<file path="config.mk">
export PLATFORM = sky130hd
export DESIGN_NAME = imc_top
export DESIGN_NICKNAME = d
export VERILOG_FILES = /design/src/rtl/imc_pkg.sv /design/src/rtl/imc_top.sv
export VERILOG_INCLUDE_DIRS = /design/src /design/src/rtl
export SDC_FILE = /design/constraint.sdc
export NUM_CORES = 1
export LEC_CHECK = 0
export BUFFER_PORTS_ARGS = -buffer_cell sky130_fd_sc_hd__buf_2
export CORE_MARGIN = 4
export CORE_UTILIZATION = 25
export DETAILED_ROUTE_END_ITERATION = 7
export PLACE_DENSITY_LB_ADDON = 0.05
export SLEW_MARGIN = 20
export SYNTH_ARGS = -nofsm -noshare
export SYNTH_HDL_FRONTEND = slang
export SYNTH_SLANG_ARGS = --single-unit
export TNS_END_PERCENT = 5
</file>
<file path="constraint.sdc">
create_clock -name sys_clk_i -period 1.5 [get_ports sys_clk_i]
set_input_delay 0.075 -clock sys_clk_i [delete_from_list [all_inputs] [get_ports sys_clk_i]]
set_output_delay 0.075 -clock sys_clk_i [all_outputs]
set_load 0.05 [all_outputs]
</file>
<file path="src/rtl/imc_cfg.svh">
/*
 * imc_cfg.svh: register offsets, field positions and reset values of the
 * idle-mode and clock/watchdog configuration block.
 * Assumes a 32-bit Avalon-MM slave with byte addresses, one word per register.
 */
`ifndef IMC_CFG_SVH
`define IMC_CFG_SVH

`define IMC_ADDR_W          4
`define IMC_OFS_OSC_CTRL    4'h0
`define IMC_OFS_UNLOCK      4'h4
`define IMC_OFS_WDT_WORD    4'h8
`define IMC_OFS_OSC_WORD    4'hC
`define IMC_UNLOCK_KEY1     32'hAA996655
`define IMC_UNLOCK_KEY2     32'h556699AA
`define IMC_BIT_SLEEP_SEL   4
`define IMC_WDT_EN_BIT      15
`define IMC_WDT_CLK_HI      14
`define IMC_WDT_CLK_LO      13
`define IMC_WDT_RPS_HI      12
`define IMC_WDT_RPS_LO      8
`define IMC_WDT_WINDOW_DISABLE_BIT  7
`define IMC_WDT_SPS_HI      4
`define IMC_WDT_SPS_LO      0
`define IMC_OSC_CKSM_HI     15
`define IMC_OSC_CKSM_LO     14
`define IMC_OSC_SXTAL_BIT   12
`define IMC_OSC_CLKOUT_BIT  10
`define IMC_OSC_PMODE_HI    9
`define IMC_OSC_PMODE_LO    8
`define IMC_OSC_2SPD_BIT    7
`define IMC_OSC_SEN_BIT     6
`define IMC_OSC_PLLREF_BIT  4
`define IMC_OSC_INIT_HI     2
`define IMC_OSC_INIT_LO     0
`define IMC_RSVD_ONES       32'hFFFF0000
`define IMC_OSC_RSVD_ONES   32'h0000_2828
`define IMC_WDT_RESET       32'hFFFFFFFF
`define IMC_OSC_RESET       32'hFFFFFFFF
`define IMC_PS_MAX          5'h14

`endif

</file>
<file path="src/rtl/imc_pkg.sv">
/*
 * imc_pkg: types for the idle-mode and clock/watchdog configuration block.
 * Assumes imc_cfg.svh for all numbers.
 */
package imc_pkg;

    typedef enum logic [1:0] {IMC_RUN, IMC_IDLE, IMC_SLEEP} imc_pwr_e;

    typedef enum logic [1:0] {IMC_UL_LOCKED, IMC_UL_KEY1, IMC_UL_OPEN} imc_unlock_e;

    typedef enum logic [1:0] {
        IMC_WCLK_SYS   = 2'h0,
        IMC_WCLK_RSVD  = 2'h1,
        IMC_WCLK_FRC   = 2'h2,
        IMC_WCLK_LOW_POWER_RC_OSCILLATOR  = 2'h3
    } imc_wdt_clk_e;

    typedef enum logic [1:0] {
        IMC_PMODE_EXT  = 2'h0,
        IMC_PMODE_STD  = 2'h1,
        IMC_PMODE_HS   = 2'h2,
        IMC_PMODE_OFF  = 2'h3
    } imc_pmode_e;

    // decoded configuration outputs
    typedef struct packed {
        logic         wdt_enable;
        imc_wdt_clk_e wdt_clk_sel;
        logic         wdt_clk_rsvd;
        logic [4:0]   run_ps_exp;
        logic [4:0]   sleep_ps_exp;
        logic         wdt_window_en;
        logic         clk_switch_en;
        logic         fail_safe_mon_en;
        logic         sec_osc_owns_pins;
        logic         clk_out_drive;
        imc_pmode_e   pri_osc_mode;
        logic         two_speed_en;
        logic         sec_osc_en;
        logic         pll_ref_frc;
        logic [2:0]   init_osc_sel;
    } imc_cfg_s;

    typedef struct packed {
        imc_pwr_e     pwr;
        imc_unlock_e  unlock;
        logic         sleep_sel;
        logic [31:0]  wdt_word;
        logic [31:0]  osc_word;
        logic [31:0]  rdata;
        logic         rvalid;
        logic         cpu_halt;
        logic         in_idle;
        logic         in_sleep;
        logic         waitreq;
        logic [7:0]   periph_run;
        imc_cfg_s     cfg;
    } imc_state_s;

endpackage : imc_pkg

</file>
<file path="src/rtl/imc_top.sv">
/*
 * imc_top: idle/sleep entry and exit control plus decode of the watchdog and
 * oscillator configuration words, with an Avalon-MM register slave.
 * Assumes a single 25 MHz clock, CPU supplies wait/priority/wake events,
 * and the configuration words are loaded by software or start-up logic.
 */
// Chosen here: the address map and register access over Avalon-MM.
`timescale 1ns/100ps
`include "imc_cfg.svh"

module imc_top #(
    parameter int NPERIPH = 8
) (
    input  wire logic                    sys_clk_i,
    input  wire logic                    rst_n_i,
    input  wire logic [`IMC_ADDR_W-1:0]  avs_address_i,
    input  wire logic                    avs_read_i,
    input  wire logic                    avs_write_i,
    input  wire logic [31:0]             avs_writedata_i,
    input  wire logic [3:0]              avs_byteenable_i,
    output logic [31:0]                  avs_readdata_o,
    output logic                         avs_waitrequest_o,
    input  wire logic                    wait_instr_i,
    input  wire logic                    irq_pending_i,
    input  wire logic [2:0]              irq_priority_i,
    input  wire logic [2:0]              cpu_priority_i,
    input  wire logic                    wdt_timeout_i,
    input  wire logic                    soft_reset_i,
    input  wire logic [NPERIPH-1:0]      stop_in_idle_i,
    output logic                         cpu_halt_o,
    output logic                         in_idle_o,
    output logic                         in_sleep_o,
    output logic [NPERIPH-1:0]           periph_run_o,
    output imc_pkg::imc_cfg_s            cfg_o
);

    imc_pkg::imc_state_s st_reg;
    imc_pkg::imc_state_s st_next;

    logic       acc;
    logic       wake;
    logic [4:0] rps;
    logic [4:0] sps;

    // postscale codes above the top figure all mean the same divide
    function automatic logic [4:0] imc_ps_clip(input logic [4:0] code);
        imc_ps_clip = (code >= `IMC_PS_MAX) ? `IMC_PS_MAX : code;
    endfunction : imc_ps_clip

    always_comb
    begin
        st_next = st_reg;
        acc = avs_read_i | avs_write_i;
        // wake needs a strictly higher priority; equal priority stays halted
        wake = (irq_pending_i && (irq_priority_i > cpu_priority_i))
             || wdt_timeout_i
             || soft_reset_i;
        st_next.rvalid = acc & ~st_reg.rvalid;
        if (acc && !st_reg.rvalid && avs_write_i)
        begin
            unique case (avs_address_i)
                `IMC_OFS_OSC_CTRL:
                begin
                    if (st_reg.unlock == imc_pkg::IMC_UL_OPEN && avs_byteenable_i[0])
                    begin
                        st_next.sleep_sel = avs_writedata_i[`IMC_BIT_SLEEP_SEL];
                    end
                end
                `IMC_OFS_UNLOCK:
                begin
                    if (avs_writedata_i == `IMC_UNLOCK_KEY1)
                    begin
                        st_next.unlock = imc_pkg::IMC_UL_KEY1;
                    end
                    else if (avs_writedata_i == `IMC_UNLOCK_KEY2
                             && st_reg.unlock == imc_pkg::IMC_UL_KEY1)
                    begin
                        st_next.unlock = imc_pkg::IMC_UL_OPEN;
                    end
                    else
                    begin
                        st_next.unlock = imc_pkg::IMC_UL_LOCKED;
                    end
                end
                `IMC_OFS_WDT_WORD:
                begin
                    for (int b = 0; b < 4; b++)
                    begin
                        if (avs_byteenable_i[b])
                        begin
                            st_next.wdt_word[b*8 +: 8] = avs_writedata_i[b*8 +: 8];
                        end
                    end
                end
                `IMC_OFS_OSC_WORD:
                begin
                    for (int b = 0; b < 4; b++)
                    begin
                        if (avs_byteenable_i[b])
                        begin
                            st_next.osc_word[b*8 +: 8] = avs_writedata_i[b*8 +: 8];
                        end
                    end
                end
                default:
                begin
                end
            endcase
        end
        if (acc && !st_reg.rvalid && avs_read_i)
        begin
            unique case (avs_address_i)
                `IMC_OFS_OSC_CTRL:
                    st_next.rdata = {24'h000000, 1'b0, st_reg.pwr == imc_pkg::IMC_IDLE,
                                     st_reg.pwr == imc_pkg::IMC_SLEEP, st_reg.sleep_sel,
                                     4'h0};
                `IMC_OFS_UNLOCK:
                    st_next.rdata = {31'h00000000, st_reg.unlock == imc_pkg::IMC_UL_OPEN};
                `IMC_OFS_WDT_WORD:
                    st_next.rdata = st_reg.wdt_word;
                `IMC_OFS_OSC_WORD:
                    st_next.rdata = st_reg.osc_word;
                default:
                    st_next.rdata = 32'h00000000;
            endcase
        end
        unique case (st_reg.pwr)
            imc_pkg::IMC_RUN:
            begin
                if (wait_instr_i)
                begin
                    st_next.pwr = st_reg.sleep_sel ? imc_pkg::IMC_SLEEP
                                                   : imc_pkg::IMC_IDLE;
                end
            end
            imc_pkg::IMC_IDLE, imc_pkg::IMC_SLEEP:
            begin
                if (wake)
                begin
                    st_next.pwr = imc_pkg::IMC_RUN;
                end
            end
            default:
                st_next.pwr = imc_pkg::IMC_RUN;
        endcase
        if (soft_reset_i)
        begin
            st_next.unlock = imc_pkg::IMC_UL_LOCKED;
        end
        st_next.cpu_halt = (st_next.pwr != imc_pkg::IMC_RUN);
        st_next.in_idle  = (st_next.pwr == imc_pkg::IMC_IDLE);
        st_next.in_sleep = (st_next.pwr == imc_pkg::IMC_SLEEP);
        // waitrequest leaves a flop so the bus never sees a decode glitch
        st_next.waitreq  = ~st_next.rvalid;
        for (int p = 0; p < NPERIPH; p++)
        begin
            st_next.periph_run[p] = !(st_next.pwr == imc_pkg::IMC_SLEEP
                || (st_next.pwr == imc_pkg::IMC_IDLE && stop_in_idle_i[p]));
        end
        rps = st_reg.wdt_word[`IMC_WDT_RPS_HI:`IMC_WDT_RPS_LO];
        sps = st_reg.wdt_word[`IMC_WDT_SPS_HI:`IMC_WDT_SPS_LO];
        st_next.cfg.wdt_enable        = st_reg.wdt_word[`IMC_WDT_EN_BIT];
        st_next.cfg.wdt_clk_sel       = imc_pkg::imc_wdt_clk_e'(
            st_reg.wdt_word[`IMC_WDT_CLK_HI:`IMC_WDT_CLK_LO]);
        st_next.cfg.wdt_clk_rsvd      =
            (st_reg.wdt_word[`IMC_WDT_CLK_HI:`IMC_WDT_CLK_LO] == 2'h1);
        st_next.cfg.run_ps_exp        = imc_ps_clip(rps);
        st_next.cfg.sleep_ps_exp      = imc_ps_clip(sps);
        st_next.cfg.wdt_window_en     = ~st_reg.wdt_word[`IMC_WDT_WINDOW_DISABLE_BIT];
        st_next.cfg.clk_switch_en     = st_reg.osc_word[`IMC_OSC_CKSM_LO];
        st_next.cfg.fail_safe_mon_en  = st_reg.osc_word[`IMC_OSC_CKSM_HI];
        st_next.cfg.sec_osc_owns_pins = st_reg.osc_word[`IMC_OSC_SXTAL_BIT];
        st_next.cfg.clk_out_drive     = ~st_reg.osc_word[`IMC_OSC_CLKOUT_BIT];
        st_next.cfg.pri_osc_mode      = imc_pkg::imc_pmode_e'(
            st_reg.osc_word[`IMC_OSC_PMODE_HI:`IMC_OSC_PMODE_LO]);
        st_next.cfg.two_speed_en      = st_reg.osc_word[`IMC_OSC_2SPD_BIT];
        st_next.cfg.sec_osc_en        = st_reg.osc_word[`IMC_OSC_SEN_BIT];
        st_next.cfg.init_osc_sel      =
            st_reg.osc_word[`IMC_OSC_INIT_HI:`IMC_OSC_INIT_LO];
        // the PLL reference is latched only on soft reset, not on every write
        if (soft_reset_i)
        begin
            st_next.cfg.pll_ref_frc = st_reg.osc_word[`IMC_OSC_PLLREF_BIT];
        end
    end

    always_ff @(posedge sys_clk_i or negedge rst_n_i)
    begin
        if (!rst_n_i)
        begin
            st_reg <= '0;
            st_reg.pwr <= imc_pkg::IMC_RUN;
            st_reg.wdt_word <= `IMC_WDT_RESET;
            st_reg.osc_word <= `IMC_OSC_RESET;
            st_reg.periph_run <= '1;
            st_reg.waitreq <= 1'b1;
            st_reg.cfg.wdt_enable <= 1'b1;
            st_reg.cfg.wdt_clk_sel <= imc_pkg::IMC_WCLK_LOW_POWER_RC_OSCILLATOR;
            st_reg.cfg.run_ps_exp <= `IMC_PS_MAX;
            st_reg.cfg.sleep_ps_exp <= `IMC_PS_MAX;
            st_reg.cfg.clk_switch_en <= 1'b1;
            st_reg.cfg.fail_safe_mon_en <= 1'b1;
            st_reg.cfg.sec_osc_owns_pins <= 1'b1;
            st_reg.cfg.pri_osc_mode <= imc_pkg::IMC_PMODE_OFF;
            st_reg.cfg.two_speed_en <= 1'b1;
            st_reg.cfg.sec_osc_en <= 1'b1;
            st_reg.cfg.pll_ref_frc <= 1'b1;
            st_reg.cfg.init_osc_sel <= 3'h7;
        end
        else
        begin
            st_reg <= st_next;
        end
    end

    assign avs_readdata_o    = st_reg.rdata;
    assign avs_waitrequest_o = st_reg.waitreq;
    assign cpu_halt_o        = st_reg.cpu_halt;
    assign in_idle_o         = st_reg.in_idle;
    assign in_sleep_o        = st_reg.in_sleep;
    assign periph_run_o      = st_reg.periph_run;
    assign cfg_o             = st_reg.cfg;

    a_idle_entry: assert property (@(posedge sys_clk_i) disable iff (!rst_n_i)
        st_reg.pwr == imc_pkg::IMC_RUN && wait_instr_i && !st_reg.sleep_sel
        |=> in_idle_o && cpu_halt_o)
        else $error("wait with sleep select clear did not enter idle");
    a_sleep_entry: assert property (@(posedge sys_clk_i) disable iff (!rst_n_i)
        st_reg.pwr == imc_pkg::IMC_RUN && wait_instr_i && st_reg.sleep_sel |=> in_sleep_o)
        else $error("wait with sleep select set did not enter sleep");
    a_low_prio_stays: assert property (@(posedge sys_clk_i) disable iff (!rst_n_i)
        in_idle_o && irq_pending_i && irq_priority_i <= cpu_priority_i
        && !wdt_timeout_i && !soft_reset_i |=> in_idle_o)
        else $error("low priority interrupt left idle");
    a_high_prio_wake: assert property (@(posedge sys_clk_i) disable iff (!rst_n_i)
        in_idle_o && irq_pending_i && irq_priority_i > cpu_priority_i |=> !cpu_halt_o)
        else $error("higher priority interrupt did not wake");
    a_reset_wake: assert property (@(posedge sys_clk_i) disable iff (!rst_n_i)
        in_idle_o && soft_reset_i |=> !in_idle_o)
        else $error("reset did not leave idle");
    a_wdt_wake: assert property (@(posedge sys_clk_i) disable iff (!rst_n_i)
        in_idle_o && wdt_timeout_i |=> !in_idle_o)
        else $error("watchdog time-out did not wake");
    a_halt_idle: assert property (@(posedge sys_clk_i) disable iff (!rst_n_i)
        in_idle_o |-> cpu_halt_o)
        else $error("cpu running in idle");
    a_periph_stop: assert property (@(posedge sys_clk_i) disable iff (!rst_n_i)
        in_idle_o && $stable(stop_in_idle_i) && $past(in_idle_o)
        |-> periph_run_o == ~stop_in_idle_i)
        else $error("peripheral run flags wrong in idle");
    a_locked_write: assert property (@(posedge sys_clk_i) disable iff (!rst_n_i)
        avs_write_i && avs_waitrequest_o && avs_address_i == `IMC_OFS_OSC_CTRL
        && st_reg.unlock != imc_pkg::IMC_UL_OPEN |=> $stable(st_reg.sleep_sel))
        else $error("sleep select changed while locked");
    a_ps_cap: assert property (@(posedge sys_clk_i) disable iff (!rst_n_i)
        $past(rps) >= `IMC_PS_MAX |-> cfg_o.run_ps_exp == `IMC_PS_MAX)
        else $error("postscale code not capped");
    a_window: assert property (@(posedge sys_clk_i) disable iff (!rst_n_i)
        ##1 cfg_o.wdt_window_en == !$past(st_reg.wdt_word[`IMC_WDT_WINDOW_DISABLE_BIT]))
        else $error("window enable wrong");

    // decode checks: each field except pll_ref_frc follows the word held one edge earlier
    a_wdt_enable: assert property (@(posedge sys_clk_i) disable iff (!rst_n_i)
        cfg_o.wdt_enable
        == $past(st_reg.wdt_word[`IMC_WDT_EN_BIT]))
        else $error("watchdog enable wrong");

    a_clk_rsvd: assert property (@(posedge sys_clk_i) disable iff (!rst_n_i)
        cfg_o.wdt_clk_rsvd
        == ($past(st_reg.wdt_word[`IMC_WDT_CLK_HI:`IMC_WDT_CLK_LO]) == 2'h1))
        else $error("reserved clock code not flagged");

    a_clk_low_power_rc_oscillator: assert property (@(posedge sys_clk_i) disable iff (!rst_n_i)
        $past(st_reg.wdt_word[`IMC_WDT_CLK_HI:`IMC_WDT_CLK_LO]) == 2'h3
        |-> cfg_o.wdt_clk_sel == imc_pkg::IMC_WCLK_LOW_POWER_RC_OSCILLATOR)
        else $error("clock code 3 not low-power source");

    a_ps_pass: assert property (@(posedge sys_clk_i) disable iff (!rst_n_i)
        $past(rps) < `IMC_PS_MAX
        |-> cfg_o.run_ps_exp == $past(rps))
        else $error("run postscale altered");

    a_sleep_ps: assert property (@(posedge sys_clk_i) disable iff (!rst_n_i)
        $past(sps) >= `IMC_PS_MAX
        |-> cfg_o.sleep_ps_exp == `IMC_PS_MAX)
        else $error("sleep postscale not capped");

    a_clk_monitor: assert property (@(posedge sys_clk_i) disable iff (!rst_n_i)
        {cfg_o.fail_safe_mon_en, cfg_o.clk_switch_en}
        == $past(st_reg.osc_word[`IMC_OSC_CKSM_HI:`IMC_OSC_CKSM_LO]))
        else $error("switching or monitor wrong");

    a_sec_pins: assert property (@(posedge sys_clk_i) disable iff (!rst_n_i)
        cfg_o.sec_osc_owns_pins
        == $past(st_reg.osc_word[`IMC_OSC_SXTAL_BIT]))
        else $error("pin ownership wrong");

    a_clk_out: assert property (@(posedge sys_clk_i) disable iff (!rst_n_i)
        cfg_o.clk_out_drive
        != $past(st_reg.osc_word[`IMC_OSC_CLKOUT_BIT]))
        else $error("clock output drive wrong");

    a_pri_mode: assert property (@(posedge sys_clk_i) disable iff (!rst_n_i)
        cfg_o.pri_osc_mode
        == $past(st_reg.osc_word[`IMC_OSC_PMODE_HI:`IMC_OSC_PMODE_LO]))
        else $error("primary mode wrong");

    a_two_speed: assert property (@(posedge sys_clk_i) disable iff (!rst_n_i)
        cfg_o.two_speed_en
        == $past(st_reg.osc_word[`IMC_OSC_2SPD_BIT]))
        else $error("two-speed enable wrong");

    a_sec_osc: assert property (@(posedge sys_clk_i) disable iff (!rst_n_i)
        cfg_o.sec_osc_en
        == $past(st_reg.osc_word[`IMC_OSC_SEN_BIT]))
        else $error("secondary enable wrong");

    a_pll_hold: assert property (@(posedge sys_clk_i) disable iff (!rst_n_i)
        !$past(soft_reset_i)
        |-> $stable(cfg_o.pll_ref_frc))
        else $error("pll reference moved without reset");

    a_pll_load: assert property (@(posedge sys_clk_i) disable iff (!rst_n_i)
        $past(soft_reset_i)
        |-> cfg_o.pll_ref_frc == $past(st_reg.osc_word[`IMC_OSC_PLLREF_BIT]))
        else $error("pll reference not loaded");

    a_init_osc: assert property (@(posedge sys_clk_i) disable iff (!rst_n_i)
        cfg_o.init_osc_sel
        == $past(st_reg.osc_word[`IMC_OSC_INIT_HI:`IMC_OSC_INIT_LO]))
        else $error("initial oscillator wrong");

    a_open_write: assert property (@(posedge sys_clk_i) disable iff (!rst_n_i)
        avs_write_i && avs_waitrequest_o && avs_address_i == `IMC_OFS_OSC_CTRL
        && avs_byteenable_i[0] && st_reg.unlock == imc_pkg::IMC_UL_OPEN
        |=> st_reg.sleep_sel == $past(avs_writedata_i[`IMC_BIT_SLEEP_SEL]))
        else $error("unlocked sleep select write lost");

    a_reset_lock: assert property (@(posedge sys_clk_i) disable iff (!rst_n_i)
        soft_reset_i |=> st_reg.unlock == imc_pkg::IMC_UL_LOCKED)
        else $error("reset left unlock open");

    c_idle_wake: cover property (@(posedge sys_clk_i) in_idle_o ##1 !cpu_halt_o);
    c_sleep: cover property (@(posedge sys_clk_i) in_sleep_o);
    c_unlock_write: cover property (@(posedge sys_clk_i)
        st_reg.unlock == imc_pkg::IMC_UL_OPEN ##1 st_reg.sleep_sel);
    c_wdt_wake: cover property (@(posedge sys_clk_i) in_idle_o && wdt_timeout_i);
    c_pll_load: cover property (@(posedge sys_clk_i)
        soft_reset_i ##1 !cfg_o.pll_ref_frc);

endmodule : imc_top

</file>
==> flow_summary.json <==
{
  "status": "complete, but fails checks",
  "violations": "negative setup slack",
  "critPathLaunchType": "flop",
  "yosys_most_used_dff": "dfstp_2",
  "synthMuxAreaShare": 0.120,
  "internal_power_uw": 8350,
  "final_nets": 732,
  "syn_area_sq_um": 6450,
  "grt_setup_unrepaired": "yes",
  "die_w_um": 169,
  "finalSetupViolations": 8,
  "dr.pass1.iters": 4,
  "worst-path-buf-inv": 2,
  "syn_inst": 519,
  "cap_violations": 0,
  "hold-worst-slack_ns": 0.0143,
  "grt_use_met3": 0.0392,
  "drive_gt1_frac": 0.595,
  "timing.final.ws_setup_ns": -0.0658,
  "ir_worst_vdd_uv": 716,
  "worstMarginPinSlew_ns": 0.436,
  "cp_cell_sequence": "inv_2, ha_4, nor4b_4, o21ai_2, a211oi_4, buf_6, a2bb2oi_2",
  "cts_tree": "built",
  "yosysSeqAreaShare": 0.565,
  "pin_count": 133,
  "hp-class": "input port to flop",
  "grt_antenna_before_repair": 1,
  "layout_min_cycle_time_ns": 1.57,
  "yosys_warnings": 0,
  "wire_per_inst_um": 17.1,
  "grt_start_max_net_pins": 55,
  "clkPwrFrac": 0.364,
  "regToRegSetupSlack_ns": -0.07,
  "syn_area_per_cell_sq_um": 12.4,
  "synth_area_leader_cell": "dfstp_2",
  "grt-busiest-layer": "met2",
  "end_kind": "flop",
  "switching_share": 0.309,
  "synth_edf_count": 0,
  "clk_pin_slew_ns": 0.07,
  "switching_power_uw": 3730,
  "dpl.hpwl_um": 12400,
  "drc": 0,
  "p_leak_uw": 0.00382,
  "use_met2": 0.204,
  "synth_common_cells": "dfstp_2 (91), buf_4 (73), mux2_2 (68), dfrtp_1 (50)",
  "worst_path_max_delay_cell": "dfrtp_1",
  "io_buffers": 132,
  "antenna_cells": 0,
  "synthAdderAreaFrac": 0.0136,
  "fin_crit_sh": 1.04,
  "synth.distinct_cells": 40,
  "htree_levels": 4,
  "die_h_um": 169,
  "vias": 4300,
  "clock-sinks": 141,
  "initial_utilization": 0.255,
  "grt_usage": 0.123,
  "area_delta_synth_final_pct": 34.1,
  "fill_cells": 2546,
  "critPathMaxFanout": 6,
  "ant_nets": 0,
  "netlist.area_leader.share": 0.371,
  "cts_root_buf": "clkbuf_16",
  "worstSetupPathType": "flop to flop",
  "core_area_sq_um": 25300,
  "path_delay_family": "compound AO/OA/AOI/OAI gates",
  "vias_per_cell": 4.27,
  "place_congestion": 0.747,
  "synth_nets": 588,
  "grt_pass1_vias": 4621,
  "slew_headroom": 0.709,
  "synth_top_family_by_area": "multiplexers",
  "async_flop_share": 1.00,
  "ys_seq_elements": 141,
  "clock_latency_ns": 0.41,
  "yosys-top-cells-area": "dfstp_2 (37%), dfrtp_1 (19%), mux2_2 (12%)",
  "worstPathRequired_ns": 1.84,
  "rows": 58,
  "hold_violations": 0,
  "synth-compound-area-share": 0.0933,
  "dieArea_sq_um": 28400,
  "cts_buffers": 17,
  "comb_power_share": 0.224,
  "power_density_nw_per_um2": 1400,
  "largest_reg_flops": 47,
  "wl_um": 17200,
  "synth_xor_area_frac": 0,
  "timing.fmax_mhz": 639,
  "seqPwrFrac": 0.412,
  "use_met1": 0.155,
  "synthSimpleGateAreaFrac": 0.104,
  "grt-ovfl-total": 0,
  "yosysMostFrequentCell": "dfstp_2",
  "dr.first_iter.drc_count": 168,
  "fin_total_pwr_uw": 12100,
  "clockBufferDepth": 2,
  "critPathMaxStageDelay_ns": 0.37,
  "fin_skew_ns": 0.00960,
  "setup_tns_ns": -0.456,
  "arrival_ns": 1.91,
  "finalMaxSlewViolations": 0,
  "grt_first_pass_wirelength_um": 26900
}
## area by class of cell
| class | instances | area (sq um) | share of cell area |
|---|---|---|---|
| sequential | 141 | 3640 | 0.421 |
| multi-input combinational | 277 | 2410 | 0.278 |
| timing repair buffer | 218 | 1550 | 0.179 |
| clock buffer | 17 | 425 | 0.0492 |
| tap | 330 | 413 | 0.0477 |
| clock inverter | 15 | 186 | 0.0216 |
| inverter | 8 | 30.0 | 0.00347 |
## metal layers
layer  up-vias  routed length (um)
li1       2058                   -
met1      2129                7560
met2        94                8530
met3        17                 904
met4         2                 221
met5         -                   7
## through the flow
step	utilization	worst slack, ns	cell area, sq um	cells
after floorplan	-	-0.104	6470	519
after CTS	0.336	-0.0796	8480	1005
after detailed placement	0.290	-0.196	7320	927
after global routing	0.343	-0.151	8650	1006
after global placement	0.290	-0.133	7320	927
final	0.343	-0.0658	8650	1006
## cell families after synthesis
| family | count (synthesis) |
|---|---|
| AO/OA/AOI/OAI | 88 |
| buffers and inverters | 102 |
| AND/OR/NAND/NOR | 112 |
| flip-flops | 141 |
| multiplexers | 69 |
| adder cells (fa/ha/maj) | 7 |
## final timing paths
path	from	to	cells past startpoint
min in group asynchronous	rst_n_i	cfg_o[16]	2
hold / removal	avs_writedata_i[4]	st_reg[76]	2
hold reg to reg	st_next[7]	cfg_o[7]	0
max in group asynchronous	rst_n_i	avs_waitrequest_o	3
setup / recovery	st_reg[139]	periph_run_o[5]	7
setup reg to reg	st_reg[139]	periph_run_o[5]	7
## cells in the final DEF (no fill, tap or decap), types with 5 or more instances in the layout
| cell | instances |
|---|---|
| dfstp_2 | 91 |
| dlygate4sd3_1 | 41 |
| nor2_1 | 9 |
| and2_1 | 6 |
| mux2_4 | 30 |
| nor2b_1 | 13 |
| buf_6 | 6 |
| nor4bb_1 | 12 |
| and3_4 | 7 |
| a2bb2oi_2 | 6 |
| a22oi_1 | 31 |
| inv_1 | 6 |
| clkbuf_16 | 17 |
| o21ai_0 | 39 |
| buf_2 | 131 |
| buf_12 | 9 |
| mux2_2 | 38 |
| nand2_1 | 39 |
| buf_4 | 31 |
| clkinv_4 | 5 |
| dfrtp_1 | 50 |
| ha_1 | 5 |
## power by group through the flow
stage | clock [uW] | combinational [uW] | sequential [uW]
after CTS | 4550 | 2660 | 4970
final | 4400 | 2710 | 4970
after global placement | 0 | 2400 | 5020
after detailed placement | 0 | 2420 | 5030
after global routing | 4710 | 2900 | 5050
after floorplan | 0 | 1900 | 5050
## timing repair
action                                 4_1_cts  5_1_grt
buffers inserted                             5        1
setup endpoints to repair                   29       73
gates cloned                                 1        0
gates resized for setup                     17       40
pin swaps                                    6        2
hold buffers                                41        0
endpoints found under the hold margin      135        0
No activity file was read; power rests on OpenSTA's default activity.
